$ cat src/pkg/wdt_pkg.sv
package wdt_pkg;

  // ----------------------------------------------------------------------
  // Register addresses on the CPU data space
  // ----------------------------------------------------------------------
  localparam logic [15:0] ADDR_CLK_SEL = 16'hff42;
  localparam logic [15:0] ADDR_WD_MODE = 16'hfff9;

  // ----------------------------------------------------------------------
  // Field positions and reset values
  // ----------------------------------------------------------------------
  localparam int          RUN_BIT      = 7;
  localparam int          MODE_HI_BIT  = 4;
  localparam int          MODE_LO_BIT  = 3;
  localparam int          CNT_SEL_LSB  = 0;
  localparam int          BUZ_SEL_LSB  = 5;
  localparam logic [7:0]  WD_MODE_RST  = 8'h00;
  localparam logic [7:0]  CLK_SEL_RST  = 8'h00;

  // ----------------------------------------------------------------------
  // Counter geometry
  // ----------------------------------------------------------------------
  localparam int          PRE_W        = 11;
  localparam int          CNT_W        = 8;
  localparam logic [3:0]  DIV_EXP_MIN  = 4'h3;
  localparam logic [3:0]  DIV_EXP_TOP  = 4'hb;
  localparam logic [2:0]  SEL_TOP      = 3'h7;

endpackage

$ cat src/logic/watchdog_interval_timer.sv
`timescale 1ns/10ps
module watchdog_interval_timer
(
  // Clock and reset
  input  wire logic        clk,
  input  wire logic        rst_n,
  // CPU data space access
  input  wire logic [15:0] busAddr,
  input  wire logic        busWrEn,
  input  wire logic [7:0]  busWrData,
  input  wire logic        busRdEn,
  output logic      [7:0]  busRdData,
  // System state from the clock and standby controller
  input  wire logic        oscModeBit,
  input  wire logic        haltMode,
  input  wire logic        stopMode,
  // Interrupt controller side
  input  wire logic        timerIrqFlag,
  input  wire logic        timerIrqMask,
  input  wire logic        timerIrqPriority,
  output logic             intervalOverflowIrq,
  output logic             intervalIrqReq,
  output logic             intervalIrqPrioLow,
  output logic             nmiReq,
  output logic             sysResetReq,
  // Buzzer selection handed to the buzzer block
  output logic      [2:0]  buzzerSel
);

  // ----------------------------------------------------------------------
  // State
  // ----------------------------------------------------------------------
  typedef struct packed {
    logic [wdt_pkg::PRE_W-1:0] pre;
    logic [wdt_pkg::CNT_W-1:0] cnt;
    logic                      run;
    logic                      modeHi;
    logic                      modeLo;
    logic [2:0]                cntSel;
    logic [2:0]                buzSel;
    logic                      fxxPhase;
    logic                      ovfIrq;
    logic                      nmi;
    logic                      sysRst;
    logic                      irqReq;
    logic                      irqPrioLow;
    logic [7:0]                rdData;
  } wdt_state_s;

  wdt_state_s st_r;
  wdt_state_s st_nxt;

  // Divider exponent of the count clock against fxx
  function automatic logic [3:0] div_exp(input logic [2:0] sel);
    logic [3:0] e;
    e = wdt_pkg::DIV_EXP_MIN + {1'b0, sel};
    if (sel == wdt_pkg::SEL_TOP)
    begin
      e = wdt_pkg::DIV_EXP_TOP;
    end
    return e;
  endfunction

  // ----------------------------------------------------------------------
  // Combinational helpers
  // ----------------------------------------------------------------------
  logic                      fxxTick;
  logic                      cntTick;
  logic                      modeWr;
  logic                      selWr;
  logic                      runWr;
  logic                      ovf;
  logic [wdt_pkg::PRE_W-1:0] lowMask;
  logic                      modeHiSet;

  // Decode strobes and count clock; mask covers prescaler bits below the tap
  always_comb
  begin
    modeWr    = busWrEn && (busAddr == wdt_pkg::ADDR_WD_MODE);
    selWr     = busWrEn && (busAddr == wdt_pkg::ADDR_CLK_SEL);
    runWr     = modeWr && busWrData[wdt_pkg::RUN_BIT];
    // fxx is fx when the oscillator mode bit is 1, otherwise fx/2
    fxxTick   = oscModeBit || st_r.fxxPhase;
    lowMask   = wdt_pkg::PRE_W'((12'h001 << div_exp(st_r.cntSel)) - 12'h001);
    cntTick   = fxxTick && ((st_r.pre & lowMask) == lowMask) && !stopMode;
    // A clearing run write wins over a coincident overflow
    ovf       = st_r.run && cntTick && (&st_r.cnt) && !runWr;
    modeHiSet = modeWr && busWrData[wdt_pkg::MODE_HI_BIT] && !st_r.modeHi;
  end

  // Next state of the whole block
  always_comb
  begin
    st_nxt = st_r;
    // Free running divider, untouched by run writes; it halts in STOP only
    if (!stopMode)
    begin
      st_nxt.fxxPhase = !st_r.fxxPhase;
      if (fxxTick)
      begin
        st_nxt.pre = st_r.pre + wdt_pkg::PRE_W'(1);
      end
    end
    // Counter: cleared by run write, counts only while running
    if (runWr)
    begin
      st_nxt.cnt = '0;
    end
    else if (st_r.run && cntTick)
    begin
      st_nxt.cnt = st_r.cnt + wdt_pkg::CNT_W'(1);
    end
    // Mode register bits only ever set by software
    if (modeWr)
    begin
      st_nxt.run    = st_r.run    | busWrData[wdt_pkg::RUN_BIT];
      st_nxt.modeHi = st_r.modeHi | busWrData[wdt_pkg::MODE_HI_BIT];
      st_nxt.modeLo = st_r.modeLo | busWrData[wdt_pkg::MODE_LO_BIT];
    end
    // Clock select register; software must stop the timer before rewriting
    if (selWr)
    begin
      st_nxt.cntSel = busWrData[wdt_pkg::CNT_SEL_LSB +: 3];
      st_nxt.buzSel = busWrData[wdt_pkg::BUZ_SEL_LSB +: 3];
    end
    // Overflow actions by mode; exactly one fires
    st_nxt.ovfIrq = ovf && !st_r.modeHi;
    st_nxt.nmi    = (ovf && st_r.modeHi && !st_r.modeLo)
                    || (modeHiSet && timerIrqFlag);
    st_nxt.sysRst = ovf && st_r.modeHi && st_r.modeLo;
    // Maskable request gated by the mask; only valid in interval mode
    st_nxt.irqReq     = timerIrqFlag && !timerIrqMask && !st_r.modeHi;
    st_nxt.irqPrioLow = timerIrqPriority;
    // Read data; reserved bits read zero, unmapped reads zero
    st_nxt.rdData = 8'h00;
    if (busRdEn && (busAddr == wdt_pkg::ADDR_WD_MODE))
    begin
      st_nxt.rdData[wdt_pkg::RUN_BIT]     = st_r.run;
      st_nxt.rdData[wdt_pkg::MODE_HI_BIT] = st_r.modeHi;
      st_nxt.rdData[wdt_pkg::MODE_LO_BIT] = st_r.modeLo;
    end
    else if (busRdEn && (busAddr == wdt_pkg::ADDR_CLK_SEL))
    begin
      st_nxt.rdData[wdt_pkg::CNT_SEL_LSB +: 3] = st_r.cntSel;
      st_nxt.rdData[wdt_pkg::BUZ_SEL_LSB +: 3] = st_r.buzSel;
    end
  end

  // ----------------------------------------------------------------------
  // Registers
  // ----------------------------------------------------------------------
  // Reset clears both registers: counting stopped, interval mode, fastest clock
  always_ff @(posedge clk)
  begin
    if (!rst_n)
    begin
      st_r            <= '0;
      st_r.run        <= wdt_pkg::WD_MODE_RST[wdt_pkg::RUN_BIT];
      st_r.modeHi     <= wdt_pkg::WD_MODE_RST[wdt_pkg::MODE_HI_BIT];
      st_r.modeLo     <= wdt_pkg::WD_MODE_RST[wdt_pkg::MODE_LO_BIT];
      st_r.cntSel     <= wdt_pkg::CLK_SEL_RST[wdt_pkg::CNT_SEL_LSB +: 3];
      st_r.buzSel     <= wdt_pkg::CLK_SEL_RST[wdt_pkg::BUZ_SEL_LSB +: 3];
    end
    else
    begin
      st_r <= st_nxt;
    end
  end

  // ----------------------------------------------------------------------
  // Outputs
  // ----------------------------------------------------------------------
  // All outputs come straight from flip-flops
  assign busRdData           = st_r.rdData;
  assign intervalOverflowIrq = st_r.ovfIrq;
  assign intervalIrqReq      = st_r.irqReq;
  assign intervalIrqPrioLow  = st_r.irqPrioLow;
  assign nmiReq              = st_r.nmi;
  assign sysResetReq         = st_r.sysRst;
  assign buzzerSel           = st_r.buzSel;

  // ----------------------------------------------------------------------
  // Checks
  // ----------------------------------------------------------------------
  // HALT has no effect on counting; the input is kept for the check below
  logic haltSeen;
  assign haltSeen = haltMode && !stopMode;

  chk_one_action: assert property (@(posedge clk) disable iff (!rst_n)
    !(intervalOverflowIrq && (nmiReq || sysResetReq)) && !(nmiReq && sysResetReq))
    else $error("more than one overflow action at once");

  chk_interval_irq: assert property (@(posedge clk) disable iff (!rst_n)
    (ovf && !st_r.modeHi) |=> intervalOverflowIrq && !nmiReq)
    else $error("interval overflow did not raise maskable request");

  chk_nmi_overflow: assert property (@(posedge clk) disable iff (!rst_n)
    (ovf && st_r.modeHi && !st_r.modeLo) |=> nmiReq && !intervalOverflowIrq)
    else $error("watchdog mode 1 overflow missed non-maskable request");

  chk_reset_overflow: assert property (@(posedge clk) disable iff (!rst_n)
    (ovf && st_r.modeHi && st_r.modeLo) |=> sysResetReq && !nmiReq)
    else $error("watchdog mode 2 overflow missed system reset");

  chk_tick_tap: assert property (@(posedge clk) disable iff (!rst_n)
    (cntTick && st_r.cntSel == 3'h0) |-> (st_r.pre[2:0] == 3'h7))
    else $error("count clock not on prescaler tap");

  chk_run_clear: assert property (@(posedge clk) disable iff (!rst_n)
    runWr |=> (st_r.cnt == 8'h00) && st_r.run)
    else $error("run write did not clear and start counter");

  chk_stopped_idle: assert property (@(posedge clk) disable iff (!rst_n)
    (!st_r.run && !runWr) |=> $stable(st_r.cnt) && !intervalOverflowIrq)
    else $error("counter moved while run is 0");

  chk_run_sticky: assert property (@(posedge clk) disable iff (!rst_n)
    st_r.run |=> st_r.run)
    else $error("run bit cleared without reset");

  chk_mode_sticky: assert property (@(posedge clk) disable iff (!rst_n)
    (st_r.modeHi || st_r.modeLo) |=> ($past(st_r.modeHi) -> st_r.modeHi)
      && ($past(st_r.modeLo) -> st_r.modeLo))
    else $error("mode bit cleared without reset");

  chk_early_nmi: assert property (@(posedge clk) disable iff (!rst_n)
    (modeHiSet && timerIrqFlag) |=> nmiReq)
    else $error("pending flag at watchdog entry gave no non-maskable request");

  chk_stop_freeze: assert property (@(posedge clk) disable iff (!rst_n)
    (stopMode && !runWr) |=> $stable(st_r.cnt))
    else $error("counter moved in STOP");

  chk_halt_counts: assert property (@(posedge clk) disable iff (!rst_n)
    (haltSeen && st_r.run && cntTick && !runWr && !(&st_r.cnt))
      |=> st_r.cnt == $past(st_r.cnt) + 8'h01)
    else $error("counter stalled in HALT");

  chk_irq_gate: assert property (@(posedge clk) disable iff (!rst_n)
    intervalIrqReq |-> ($past(timerIrqFlag) && !$past(timerIrqMask)))
    else $error("maskable request passed a set mask");

  chk_reserved_zero: assert property (@(posedge clk) disable iff (!rst_n)
    $past(busRdEn && busAddr == wdt_pkg::ADDR_WD_MODE) |-> (busRdData & 8'h67) == 8'h00)
    else $error("reserved mode register bits read nonzero");

  // ----------------------------------------------------------------------
  // Checks on reset values, pulses and the free divider
  // ----------------------------------------------------------------------
  // Reset is synchronous, so both registers hold zero one edge later
  chk_reset_load: assert property (@(posedge clk)
    !rst_n |=> !st_r.run && !st_r.modeHi && !st_r.modeLo && (st_r.cntSel == 3'h0)
      && (buzzerSel == 3'h0))
    else $error("reset did not clear the control registers");

  // A run write wins over a coincident overflow, so no overflow action may follow it
  chk_clear_wins: assert property (@(posedge clk) disable iff (!rst_n)
    (runWr && !modeHiSet) |=> !(intervalOverflowIrq || nmiReq || sysResetReq))
    else $error("overflow action followed a clearing run write");

  // The divider keeps its phase across a run write; hence the short first period
  chk_pre_free: assert property (@(posedge clk) disable iff (!rst_n)
    (runWr && fxxTick && !stopMode) |=> st_r.pre == $past(st_r.pre) + wdt_pkg::PRE_W'(1))
    else $error("run write disturbed the prescaler");

  // Interval and reset requests are single-cycle pulses
  chk_pulse_width: assert property (@(posedge clk) disable iff (!rst_n)
    (intervalOverflowIrq || sysResetReq) |=> !(intervalOverflowIrq || sysResetReq))
    else $error("overflow pulse held longer than one cycle");

  // Priority is a registered copy; the first edge after reset still shows zero
  chk_prio_copy: assert property (@(posedge clk) disable iff (!rst_n)
    $past(rst_n) |-> (intervalIrqPrioLow == $past(timerIrqPriority)))
    else $error("priority flag not passed to the request");

  // Every select code divides fxx by at least eight
  chk_tick_floor: assert property (@(posedge clk) disable iff (!rst_n)
    cntTick |-> (st_r.pre[2:0] == 3'h7))
    else $error("count clock off the low prescaler tap");

  // Watchdog modes never raise the maskable interval pulse
  chk_wd_no_irq: assert property (@(posedge clk) disable iff (!rst_n)
    st_r.modeHi |=> !intervalOverflowIrq)
    else $error("maskable overflow pulse in watchdog mode");

endmodule

$ cat config.mk
export PLATFORM = sky130hd
export DESIGN_NAME = watchdog_interval_timer
export DESIGN_NICKNAME = d
export VERILOG_FILES = /design/src/pkg/wdt_pkg.sv /design/src/logic/watchdog_interval_timer.sv
export SDC_FILE = /design/constraint.sdc
export NUM_CORES = 1
export LEC_CHECK = 0
export BUFFER_PORTS_ARGS = -buffer_cell sky130_fd_sc_hd__buf_2
export CORE_ASPECT_RATIO = 0.8
export CORE_MARGIN = 2
export CORE_UTILIZATION = 35
export DETAILED_ROUTE_END_ITERATION = 8
export PLACE_DENSITY = 0.6
export SLEW_MARGIN = 40
export SYNTH_ARGS = -nofsm -noshare
export SYNTH_HDL_FRONTEND = slang
export SYNTH_SLANG_ARGS = --single-unit
$ cat constraint.sdc
create_clock -name clk -period 5.8 [get_ports clk]
set_clock_uncertainty 0.05 [all_clocks]
set_input_delay 0.87 -clock clk [delete_from_list [all_inputs] [get_ports clk]]
set_output_delay 0.87 -clock clk [all_outputs]
set_load 0.01 [all_outputs]
**Word level (Yosys, flattened, before mapping)**

Cells that the tools add are included.

- Add/subtract/negate cells: 4
- Equality and inequality tests: 4
- Shift operators: 1
- Muxes and demuxes: 3
- Bitwise logic cells: 7
- Reductions and logical operators: 32

Operators with widths:

| kind | count |
|---|---|
| equality test 16 bit, second input constant | 2 |
| logical AND 1 bit | 19 |
| adder 11 x 1 -> 11 bit, second input constant | 1 |
| bitwise AND 11 bit | 1 |
| equality test 11 bit | 1 |
| left shift 1 x 4 -> 11 bit, first input constant | 1 |
| subtractor 11 x 1 -> 11 bit, second input constant | 1 |
| adder 8 x 1 -> 8 bit, second input constant | 1 |
| AND reduction 8 bit | 1 |
| zero test 1 bit | 6 |
| adder 2 x 3 -> 4 bit, first input constant | 1 |
| 2-to-1 mux 4 bit | 1 |
| AND reduction 2 bit | 2 |
| equality test 3 bit, second input constant | 1 |
| 2-to-1 mux 3 bit | 1 |
| NOT 1 bit | 3 |
| bitwise OR 1 bit | 3 |
| OR reduction 3 bit | 1 |
| logical OR 1 bit | 2 |
| OR reduction 2 bit | 1 |
| 2-to-1 mux 1 bit | 1 |

- Flip-flop bits (word level): 42
- Bits of input ports: 34
- Output and inout bits: 16

**Longest topological paths before layout**

Gate-level depths: netlist (run 1).

- Word-level depth: 14
- Depth in mapped cells: 16

**Worst setup path before layout (run 1)**

Ideal clock, no wire load.

- Kind: register to register
- From: reg st_r[17] (netlist bit)
- To: reg st_r[28] (netlist bit)
- Arrival time: 3,390 ps
- Data required time: 5,680 ps
- Path slack: 2,290 ps
- Cell stages (with the launch flop): 17
- Buffers on the path: 4
- Cells stage by stage: dfxtp_1 buf_4 inv_1 ha_1 or3b_1 buf_2 o2bb2ai_1 nand3_1 ha_1 clkbuf_1 nor2b_1 a221oi_1 o32a_1 nand4_1 clkbuf_2 or4_1 a21oi_1

- Longest elaborated chain between the ends: 9
- Elaborated cells on any way between the ends: 10

Ends and longest elaborated chain:

| what | RTL line | RTL |
|---|---|---|
| from (decl) | watchdog_interval_timer.sv:50 | `wdt_state_s st_r;` |
| from (signal assigned) | watchdog_interval_timer.sv:166 | `st_r <= st_nxt;` |
| adder 2 x 3 -> 4 bit / equality test 3 bit (equally long branches) | watchdog_interval_timer.sv:56, watchdog_interval_timer.sv:57 |  |
| 2-to-1 mux 4 bit * | watchdog_interval_timer.sv:57 | `if (sel == wdt_pkg::SEL_TOP)` |
| left shift 1 x 4 -> 11 bit * | watchdog_interval_timer.sv:84 | `lowMask = wdt_pkg::PRE_W'((12'h001 << div_exp(st_r.cntSel)) - 12'h001);` |
| subtractor 11 x 1 -> 11 bit * | watchdog_interval_timer.sv:84 |  |
| bitwise AND 11 bit | watchdog_interval_timer.sv:85 | `cntTick = fxxTick && ((st_r.pre & lowMask) == lowMask) && !stopMode;` |
| equality test 11 bit * | watchdog_interval_timer.sv:85 |  |
| logical AND 1 bit * (2 in a row) | watchdog_interval_timer.sv:85 |  |
| logical AND 1 bit * | watchdog_interval_timer.sv:109 | `else if (st_r.run && cntTick)` |

Every way passes the cells marked *; elsewhere a longest branch is shown, timed or not.
A chain may end at the register's enable or synchronous reset.

**Worst setup path in the final report (run 1)**

- From: reg st_r[17] (netlist bit)
- To: reg st_r[27] (netlist bit)

Same word-level chain as after synthesis.

==> run summary, run 1 <==
The first-pass iteration count of the detailed router came out at 4. In this run the critical register-to-register path is launched from st_r[17]$_SDFFE_PN0P_. The die height is ~75 um. The die is between 90 and 100 um wide. The mean instance size in the synthesized netlist is around 8.5 sq um. Setup repair after global routing left no endpoint under its margin. The count of inserted antenna diode cells is 0. Summing every instance area after synthesis gives roughly 2200 sq um. The starting density of the core is roughly 37%. The clock input transition at the sequential cells of the worst setup and hold paths is 0.09 ns. The flow ran to the end, and the final reports show no timing, DRC or antenna violations. The post-detailed-route via-to-cell ratio is about 5.2. The arrival time of the worst setup path came out at 4.54 ns.

After Yosys synthesis, full adders, half adders and majority gates account for around 2.8% of the synthesized area. Setup slack on the worst reg-to-reg path comes out at approximately 1.4 ns. The clock buffer count from CTS is 5. The number of instances on the worst hold path came out at 2.

The total die area is between 6000 and 7000 sq um. For this run, the post-layout net count is about 330. Summed over its instances, the top area cell type makes up 38.0% of the synthesized netlist area. In the synthesized netlist, the number of instances is 260. STA classifies the critical path startpoint as a flip-flop. The maximum achievable frequency is ~230 MHz. The via count of the first global-routing pass came out at around 1,600. Summing all multi-input logic gate instances after layout gives ~1200 sq um. The core area is between 6000 and 7000 sq um. The headroom to the max-slew limit is approximately 53%. The total vias in the final route came out at between 1,500 and 2,000.

For this run, design rule violations remaining after detail routing come to 0. The worst register-to-register path ends at st_r[27]$_SDFFE_PP0N_. The share of the clock period used by the worst path came out at 75.3%. Hold is met by 0.424 ns. The total congestion overflow came out at 0.

The flip-flop and latch count after synthesis is 42. The number of pins exceeding their max-slew limit in the final report came out at 0. The number of I/O pins is 50. The total number of clock tree sinks came out at 42.

Hold repair after CTS inserted 0 buffers. Entering global routing, the biggest net connects 23 pins. Buffers added to address setup during post-CTS repair amount to 0.

The first global-routing pass estimated around 7600 um of wire. In this run the core area contains 25 standard-cell rows. The detail route stage leaves a number of antenna-violating nets equal to 0. The final HPWL from detailed placement is approximately 3400 um. The endpoint type of the worst setup path is a flip-flop. The min-delay analysis places its worst path in the category reg -> reg.

For the finished layout, the period the worst path requires is ~4.4 ns. The sequential cells in the finished layout cover a total of 841 sq um. The start-to-end type of the worst setup path is reg -> reg. Yosys mapped a number of flops with a built-in enable equal to 0.

The initial antenna violation count came out at 0. In this run the most critical hold path is launched from st_r[20]$_SDFFE_PN0P_. Data on the critical path is required at its endpoint by roughly 6.0 ns. The worst-case vdd ir drop came out at ~0.00011 V. Yosys attributes the largest share of cell area to sky130_fd_sc_hd__dfxtp_1, sky130_fd_sc_hd__mux2i_1, sky130_fd_sc_hd__buf_4. The XOR/XNOR share of the synthesized area is about 2.8%. The aggregate negative setup slack is 0 ns.

The final count of negative-setup-slack endpoints is 0. The clock latency on the worst-skew pair is ~0.30 ns. The basic-gate share of the synthesized area counting and, or, nand and nor cells is 29.4%. The congestion estimate from routability-driven global placement came to 0.917.

The sum of routed wire length over all layers came out at 4750 um. The Yosys step of the flow raised 0 warnings. Leaving out fill and tap cells, the most frequent cell in the layout is sky130_fd_sc_hd__buf_2.

The proportion of synthesized area in mux cells is 4.52%. The count of cell types in the netlist came out at 54. In this run, the number of DRC markers left after iteration 0 of detailed routing was ~120. Measured in cells, the most critical reg-to-reg path has a length of 12. The primary flip-flop cell chosen by synthesis mapping is sky130_fd_sc_hd__dfxtp_1. Of all nets on the critical path, the largest fanout is 14. The fraction of final layout cells with drive strength greater than 1 came out at 21.8%. The tree is rooted in a sky130_fd_sc_hd__clkbuf_8. The longest clock path from root to sink contains 2 buffers. The leakage power of the design is between 1 and 1.5 nW. The worst hold path terminates at sysResetReq$_SDFF_PN0_. The transition at the pin with the smallest max-transition slack is roughly 0.7 ns.

Of all cell types, the one taking the most synthesized area is sky130_fd_sc_hd__dfxtp_1. In this run the number of H-tree levels came out at 2. Dividing total power by cell area gives a power density of approximately 240 nW/um^2. After detailed routing, the average wire length per cell comes to around 13 um. Buffers placed on the I/O ports in this run total 48. The net count of the mapped netlist came out at roughly 300.

Leaving out fill and tap cells, the most frequent cells in the layout are sky130_fd_sc_hd__buf_2, sky130_fd_sc_hd__dfxtp_1, sky130_fd_sc_hd__nor2_1, sky130_fd_sc_hd__nand2_1, sky130_fd_sc_hd__a21oi_1. Sequential cells were found to cover between 30% and 40% of the synthesized design area. The max-capacitance violation count came out at 0.

Gates resized during post-CTS repair numbered 0. The global-route total usage across every layer came out at between 10% and 20%. TritonCTS built the clock tree. The area overhead of the layout relative to synthesis is 15.1%. The final hold violation count is 0. Counting flops with an async set or reset pin after synthesis yields a share of 0%.

The complex-gate fraction of the synthesized area is around 14%. After synthesis, the largest family of logic cells by area is simple AND/OR/NAND/NOR gates. The layout has 640 filler cells.
-- registers in the layout, summed over array words and instances, names as in the netlist --
| name | count |
|---|---|
| nmiReq | 1 |
| st_r | 26 |
| intervalIrqPrioLow | 1 |
| sysResetReq | 1 |
| busRdData | 8 |
| intervalIrqReq | 1 |
| buzzerSel | 3 |
| intervalOverflowIrq | 1 |
-- layer usage --
| layer | track usage, % | part of all wire [%] |
|---|---|---|
| met5 | 0 | 0 |
| met1 | 19.0 | 52 |
| met3 | 4.10 | 7.7 |
| met4 | 4.58 | 0.88 |
| met2 | 20.9 | 40 |
-- worst max path at each step --
stage | startpoint | end | slack (ns) | depth (start not counted)
after global placement | st_r[17]$_SDFFE_PN0P_ | st_r[27]$_SDFFE_PP0N_ | 1.54 | 12
after detailed placement | st_r[17]$_SDFFE_PN0P_ | st_r[27]$_SDFFE_PP0N_ | 1.53 | 12
after CTS | st_r[17]$_SDFFE_PN0P_ | st_r[27]$_SDFFE_PP0N_ | 1.49 | 12
after global routing | st_r[17]$_SDFFE_PN0P_ | st_r[27]$_SDFFE_PP0N_ | 1.13 | 12
after floorplan | st_r[17]$_SDFFE_PN0P_ | st_r[28]$_SDFFE_PP0N_ | 2.29 | 16
final | st_r[17]$_SDFFE_PN0P_ | st_r[27]$_SDFFE_PP0N_ | 1.44 | 12
-- Yosys cell counts, types with 2 or more instances --
cell and number:
sky130_fd_sc_hd__nand3_1 8, sky130_fd_sc_hd__nand2_1 20, sky130_fd_sc_hd__and2_1 10, sky130_fd_sc_hd__xor2_1 5, sky130_fd_sc_hd__a31oi_1 2, sky130_fd_sc_hd__nor2b_1 4
sky130_fd_sc_hd__a211o_1 3, sky130_fd_sc_hd__inv_1 11, sky130_fd_sc_hd__and3_1 3, sky130_fd_sc_hd__ha_1 5, sky130_fd_sc_hd__o31ai_1 4, sky130_fd_sc_hd__or3_1 8
sky130_fd_sc_hd__clkbuf_1 3, sky130_fd_sc_hd__nor2_1 22, sky130_fd_sc_hd__xnor2_1 2, sky130_fd_sc_hd__nor3_1 6, sky130_fd_sc_hd__a21oi_1 16, sky130_fd_sc_hd__buf_4 13
sky130_fd_sc_hd__buf_2 3, sky130_fd_sc_hd__nand4_1 10, sky130_fd_sc_hd__or4_1 4, sky130_fd_sc_hd__nor4_1 4, sky130_fd_sc_hd__o211ai_1 2, sky130_fd_sc_hd__dfxtp_1 42
sky130_fd_sc_hd__o21ai_0 9, sky130_fd_sc_hd__mux2i_1 10, sky130_fd_sc_hd__nand2b_1 4
-- metrics by stage --
stage	setup slack, ns	instances	instance area [sq um]	power (mW)	util, %
detailed placement	1.53	366	2410	0.328	40.1
global route	1.13	374	2550	0.626	42.4
finish	1.44	374	2550	0.599	42.4
floorplan	2.29	260	2210	0.312	-
global placement	1.54	366	2400	0.327	40.0
CTS	1.49	374	2550	0.608	42.4
-- report_power, final --
group | switching [mW] | internal [mW] | total [mW]
registers | 0.00232 | 0.291 | 0.293
clock network | 0.106 | 0.172 | 0.278
logic | 0.0142 | 0.0136 | 0.0278
-- area by class of cell --
| class | instances | share of cell area (%) |
|---|---|---|
| multi-input cells | 184 | 46.6 |
| repair buffers | 48 | 9.43 |
| well taps | 81 | 3.98 |
| flip-flops and latches | 42 | 33.0 |
| inverters | 11 | 1.62 |
| clock buffers | 5 | 2.70 |
| clock inverters | 3 | 2.70 |
-- kinds of logic after synthesis --
group | after synthesis
AO/OA/AOI/OAI | 47
flip-flops | 42
buffers and inverters | 34
XOR/XNOR | 7
AND/OR/NAND/NOR | 115
multiplexers | 10
adder cells (fa/ha/maj) | 5
-- critical path, stage by stage (launching register included) --
cell and delay [ns]:
sky130_fd_sc_hd__dfxtp_1 0.63, sky130_fd_sc_hd__inv_1 0.21, sky130_fd_sc_hd__ha_1 0.39, sky130_fd_sc_hd__or3b_1 0.53
sky130_fd_sc_hd__o2bb2ai_1 0.18, sky130_fd_sc_hd__nand3_1 0.09, sky130_fd_sc_hd__ha_1 0.31, sky130_fd_sc_hd__nor2b_1 0.20
sky130_fd_sc_hd__a221oi_1 0.34, sky130_fd_sc_hd__o32a_1 0.26, sky130_fd_sc_hd__nand4_1 0.33, sky130_fd_sc_hd__or4_1 0.60
sky130_fd_sc_hd__a21oi_1 0.16
(Power assumes the default switching activity.)
==> run 2, diff against run 1 <==
==> constraint.sdc (replaced) <==
create_clock -name clk -period 4.4 [get_ports clk]
set_clock_uncertainty 0.05 [all_clocks]
set_input_delay 0.66 -clock clk [delete_from_list [all_inputs] [get_ports clk]]
set_output_delay 0.66 -clock clk [all_outputs]
set_load 0.01 [all_outputs]
==> run 2 against run 1 <==
Compared with the run above:
- cell count grew 0.80%
- combinational power grew 33%
- first-iteration DRC count grew 32%
- non-clock buffer count grew 3
- critical path type unchanged
- critical endpoint is now st_r[26]$_SDFFE_PP0N_
- count of clock-buffer cells in the layout grew 1
- register-to-register slack lost 0.79 ns
- sequential share of layout area grew 0.38 points
- fmax grew 16%
- sequential cell count is the same
- total power grew 13%
- final area shrank 1.1%
- largest power group unchanged
==> run summary, run 2 (synthesis gave the netlist of run 1 again) <==
The aggregate negative setup slack is 0 ns (unchanged). The CTS tree was yes (unchanged). The maximum buffer depth of the clock tree came out at 2 (unchanged). The root buffer cell is sky130_fd_sc_hd__clkbuf_8 (unchanged). The worst stage delay on the critical path is 0.61 ns (was 0.63 ns). The number of I/O pins came out at 50 (unchanged). The number of design-rule violations left by the first detailed-router iteration was 162 (was 123). Result of the run: complete, no violations (unchanged). The internal power consumption came to 0.513 mW (was 0.477 mW).

Unrepaired setup endpoints after global routing: no (unchanged). The final instance count without filler cells came to 377 (was 374). The share of the clock period used by the worst path was 85.2% (was 75.3%). The maximum net fanout on the critical path came to 11 (was 14). The worst-case vdd ir drop came out at 0.000123 V (was 0.000109 V). The die height is 75.1 um (unchanged). The commonest non-fill, non-tap cell in the layout is sky130_fd_sc_hd__buf_2 (unchanged). The maximum achievable frequency is 267 MHz (was 229 MHz). The weighted congestion reported at the end of routability-driven placement is 0.844 (was 0.917). The count of buffering cells on the critical path with inverters included is 1 (unchanged). The most frequent cell on the critical path was sky130_fd_sc_hd__ha_1 (unchanged). The net switching power came to 0.161 mW (was 0.122 mW). The largest net degree at the start of global routing came out at 23 (unchanged). The final hold violation count is 0 (unchanged). The family with the most delay on the worst path is simple AND/OR/NAND/NOR gates (unchanged). The required arrival time at the worst endpoint is 4.58 ns (was 5.97 ns). The total die area came out at 6980 sq um (unchanged). The clock period minus final worst setup slack came out at 3.75 ns (was 4.36 ns). The max-capacitance violation count is 0 (unchanged). The endpoint type of the worst setup path is a flip-flop (unchanged). The sequential group share of total power came out at 57.3% (was 48.9%). The leakage power of the design is 1.03 nW (was 1.04 nW).

The number of pins exceeding their max-slew limit in the final report came out at 0 (unchanged). The number of flip-flops under the largest register name came to 26 (unchanged). The part of the total power dissipated in combinational logic is 5.5% (was 4.6%).

The clock input transition at the sequential cells of the worst setup and hold paths came out at 0.08 ns (was 0.09 ns). The initial antenna violation count came out at 0 (unchanged). The total number of clock tree sinks came out at 42 (unchanged).

The arrival time of the worst setup path came to 3.93 ns (was 4.54 ns). The starting density of the core came out at 36.9% (unchanged). The number of nets with antenna violations after routing is 0 (unchanged).

Most used cells in the layout excluding fill and tap cells: sky130_fd_sc_hd__buf_2, sky130_fd_sc_hd__dfxtp_1, sky130_fd_sc_hd__nor2_1, sky130_fd_sc_hd__nand2_1, sky130_fd_sc_hd__a21oi_1 (unchanged). Cell-by-cell listing of the critical path: inv_1, ha_1, or3b_1, o2bb2ai_1, nand3_1, ha_1, nor2b_1, a221oi_1, o32a_1, nand4_1, or4_1, a21oi_1 (unchanged). The area overhead of the layout relative to synthesis is 13.8% (was 15.1%).

The transition at the pin with the smallest max-transition slack is 0.679 ns (was 0.697 ns). The number of buffers inserted to repair setup after CTS came to 0 (unchanged). The power share of the clock group is 37.3% (was 46.4%). The global-route total usage across every layer was 14.7% (was 13.8%).

The number of fill cells in the layout came out at 611 (was 640). The post-detailed-route via-to-cell ratio came out at 5.11 (was 5.16). The global-route wire length before repair came out at 8130 um (was 7620 um). The most flop-heavy register is st_r (unchanged). The start-to-end type of the worst setup path is reg -> reg (unchanged). The area occupied by multi-input gates came to 1190 sq um (unchanged). The clock latency on the worst-skew pair came out at 0.30 ns (about the same). The count of inserted antenna diode cells is 0 (unchanged). The sort of element at the start of the critical path is a flip-flop (unchanged).

The horizontal die dimension is 92.9 um (unchanged). The number of placement rows came out at 25 (unchanged). The fraction of final layout cells with drive strength greater than 1 came out at 22.3% (was 21.8%).

The total vias in the final route came to 1,926 (was 1,930). The routed length per placed instance is 13.0 um (was 12.7 um). The cell area power density came out at 268 nW/um^2 (was 235 nW/um^2). The number of remaining DRC errors came out at 0 (unchanged). The worst hold-check path type is reg -> reg (unchanged). The final HPWL from detailed placement is 3460 um (was 3440 um). The clock buffer count from CTS is 5 (unchanged). The via count of the first global-routing pass came out at 1,775 (was 1,625). The total of buffers placed on input and output ports came to 48 (unchanged). The sum of routed wire length over all layers came out at 4890 um (was 4750 um). The reg-to-reg setup timing slack came out at 0.65 ns (was 1.44 ns).

The placed cell count came out at 369 (was 366). The cell with the largest stage delay on the worst path was sky130_fd_sc_hd__or4_1 (was sky130_fd_sc_hd__dfxtp_1). The sequential cell area is 841 sq um (unchanged).

The core area came out at 6010 sq um (unchanged). The number of buffers inserted for hold repair after clock tree synthesis came out at 0 (unchanged). The count of cells resized by post-cts repair came to 0 (unchanged). The share of the core filled with cells in the final layout came out at 41.9% (was 42.4%). The final net count is 334 (was 331).

The final count of negative-setup-slack endpoints is 0 (unchanged). The fraction of power spent switching nets is 23.9% (was 20.4%). The H-tree depth reported by CTS came to 2 (unchanged). The first-pass iteration count of the detailed router is 4 (unchanged). The total congestion overflow came out at 0 (unchanged). The headroom to the max-slew limit came out at 54.7% (was 53.5%).
-- run 2: cell type report --
type	instances	share of cell area, %
Tap cell	81	4.02
Timing Repair Buffer	51	10.4
Inverter	11	1.64
Sequential cell	42	33.4
Multi-Input combinational cell	184	47.1
Clock inverter	2	0.546
Clock buffer	6	2.88
-- run 2: worst paths after layout --
check / end / start / cells after the start
worst min register to register: sysResetReq$_SDFF_PN0_ / st_r[20]$_SDFFE_PN0P_ / 2
worst min-delay path: sysResetReq$_SDFF_PN0_ / st_r[20]$_SDFFE_PN0P_ / 2
worst max-delay path: st_r[26]$_SDFFE_PP0N_ / st_r[18]$_SDFFE_PN0P_ / 12
worst max register to register: st_r[26]$_SDFFE_PP0N_ / st_r[18]$_SDFFE_PN0P_ / 12
-- run 2: power by group through the flow --
stage | clock [mW] | sequential, mW | combinational (mW)
floorplan | 0 | 0.395 | 0.0164
global placement | 0 | 0.395 | 0.0361
detailed placement | 0 | 0.395 | 0.0369
CTS | 0.260 | 0.386 | 0.0372
global route | 0.274 | 0.387 | 0.0427
finish | 0.251 | 0.386 | 0.0369
-- run 2: through the flow --
stage	hold WS [ns]	power [mW]	cell area (sq um)	worst slack, ns
4_1_cts	0.425	0.683	2520	0.679
5_1_grt	0.450	0.704	2520	0.298
3_3_place_gp	0.406	0.431	2430	0.739
2_1_floorplan	0.385	0.412	2210	0.890
6_report	0.425	0.675	2520	0.649
3_5_place_dp	0.408	0.432	2430	0.706
-- run 2: worst min-delay path, delay by kind of cell, from the launching register on --
kind,cells,cell delay [ns]
AND/OR/NAND/NOR,2,0.10
flip-flops,1,0.34
-- run 2: per-layer routing --
metal / vias to the layer above / global-route usage (%) / routed length (um)
li1: 989 / - / -
met1: 868 / 19.7 / 2480
met2: 65 / 22.7 / 1960
met3: 4 / 4.10 / 399
met4: 0 / 5.72 / 46
met5: - / 0 / 0
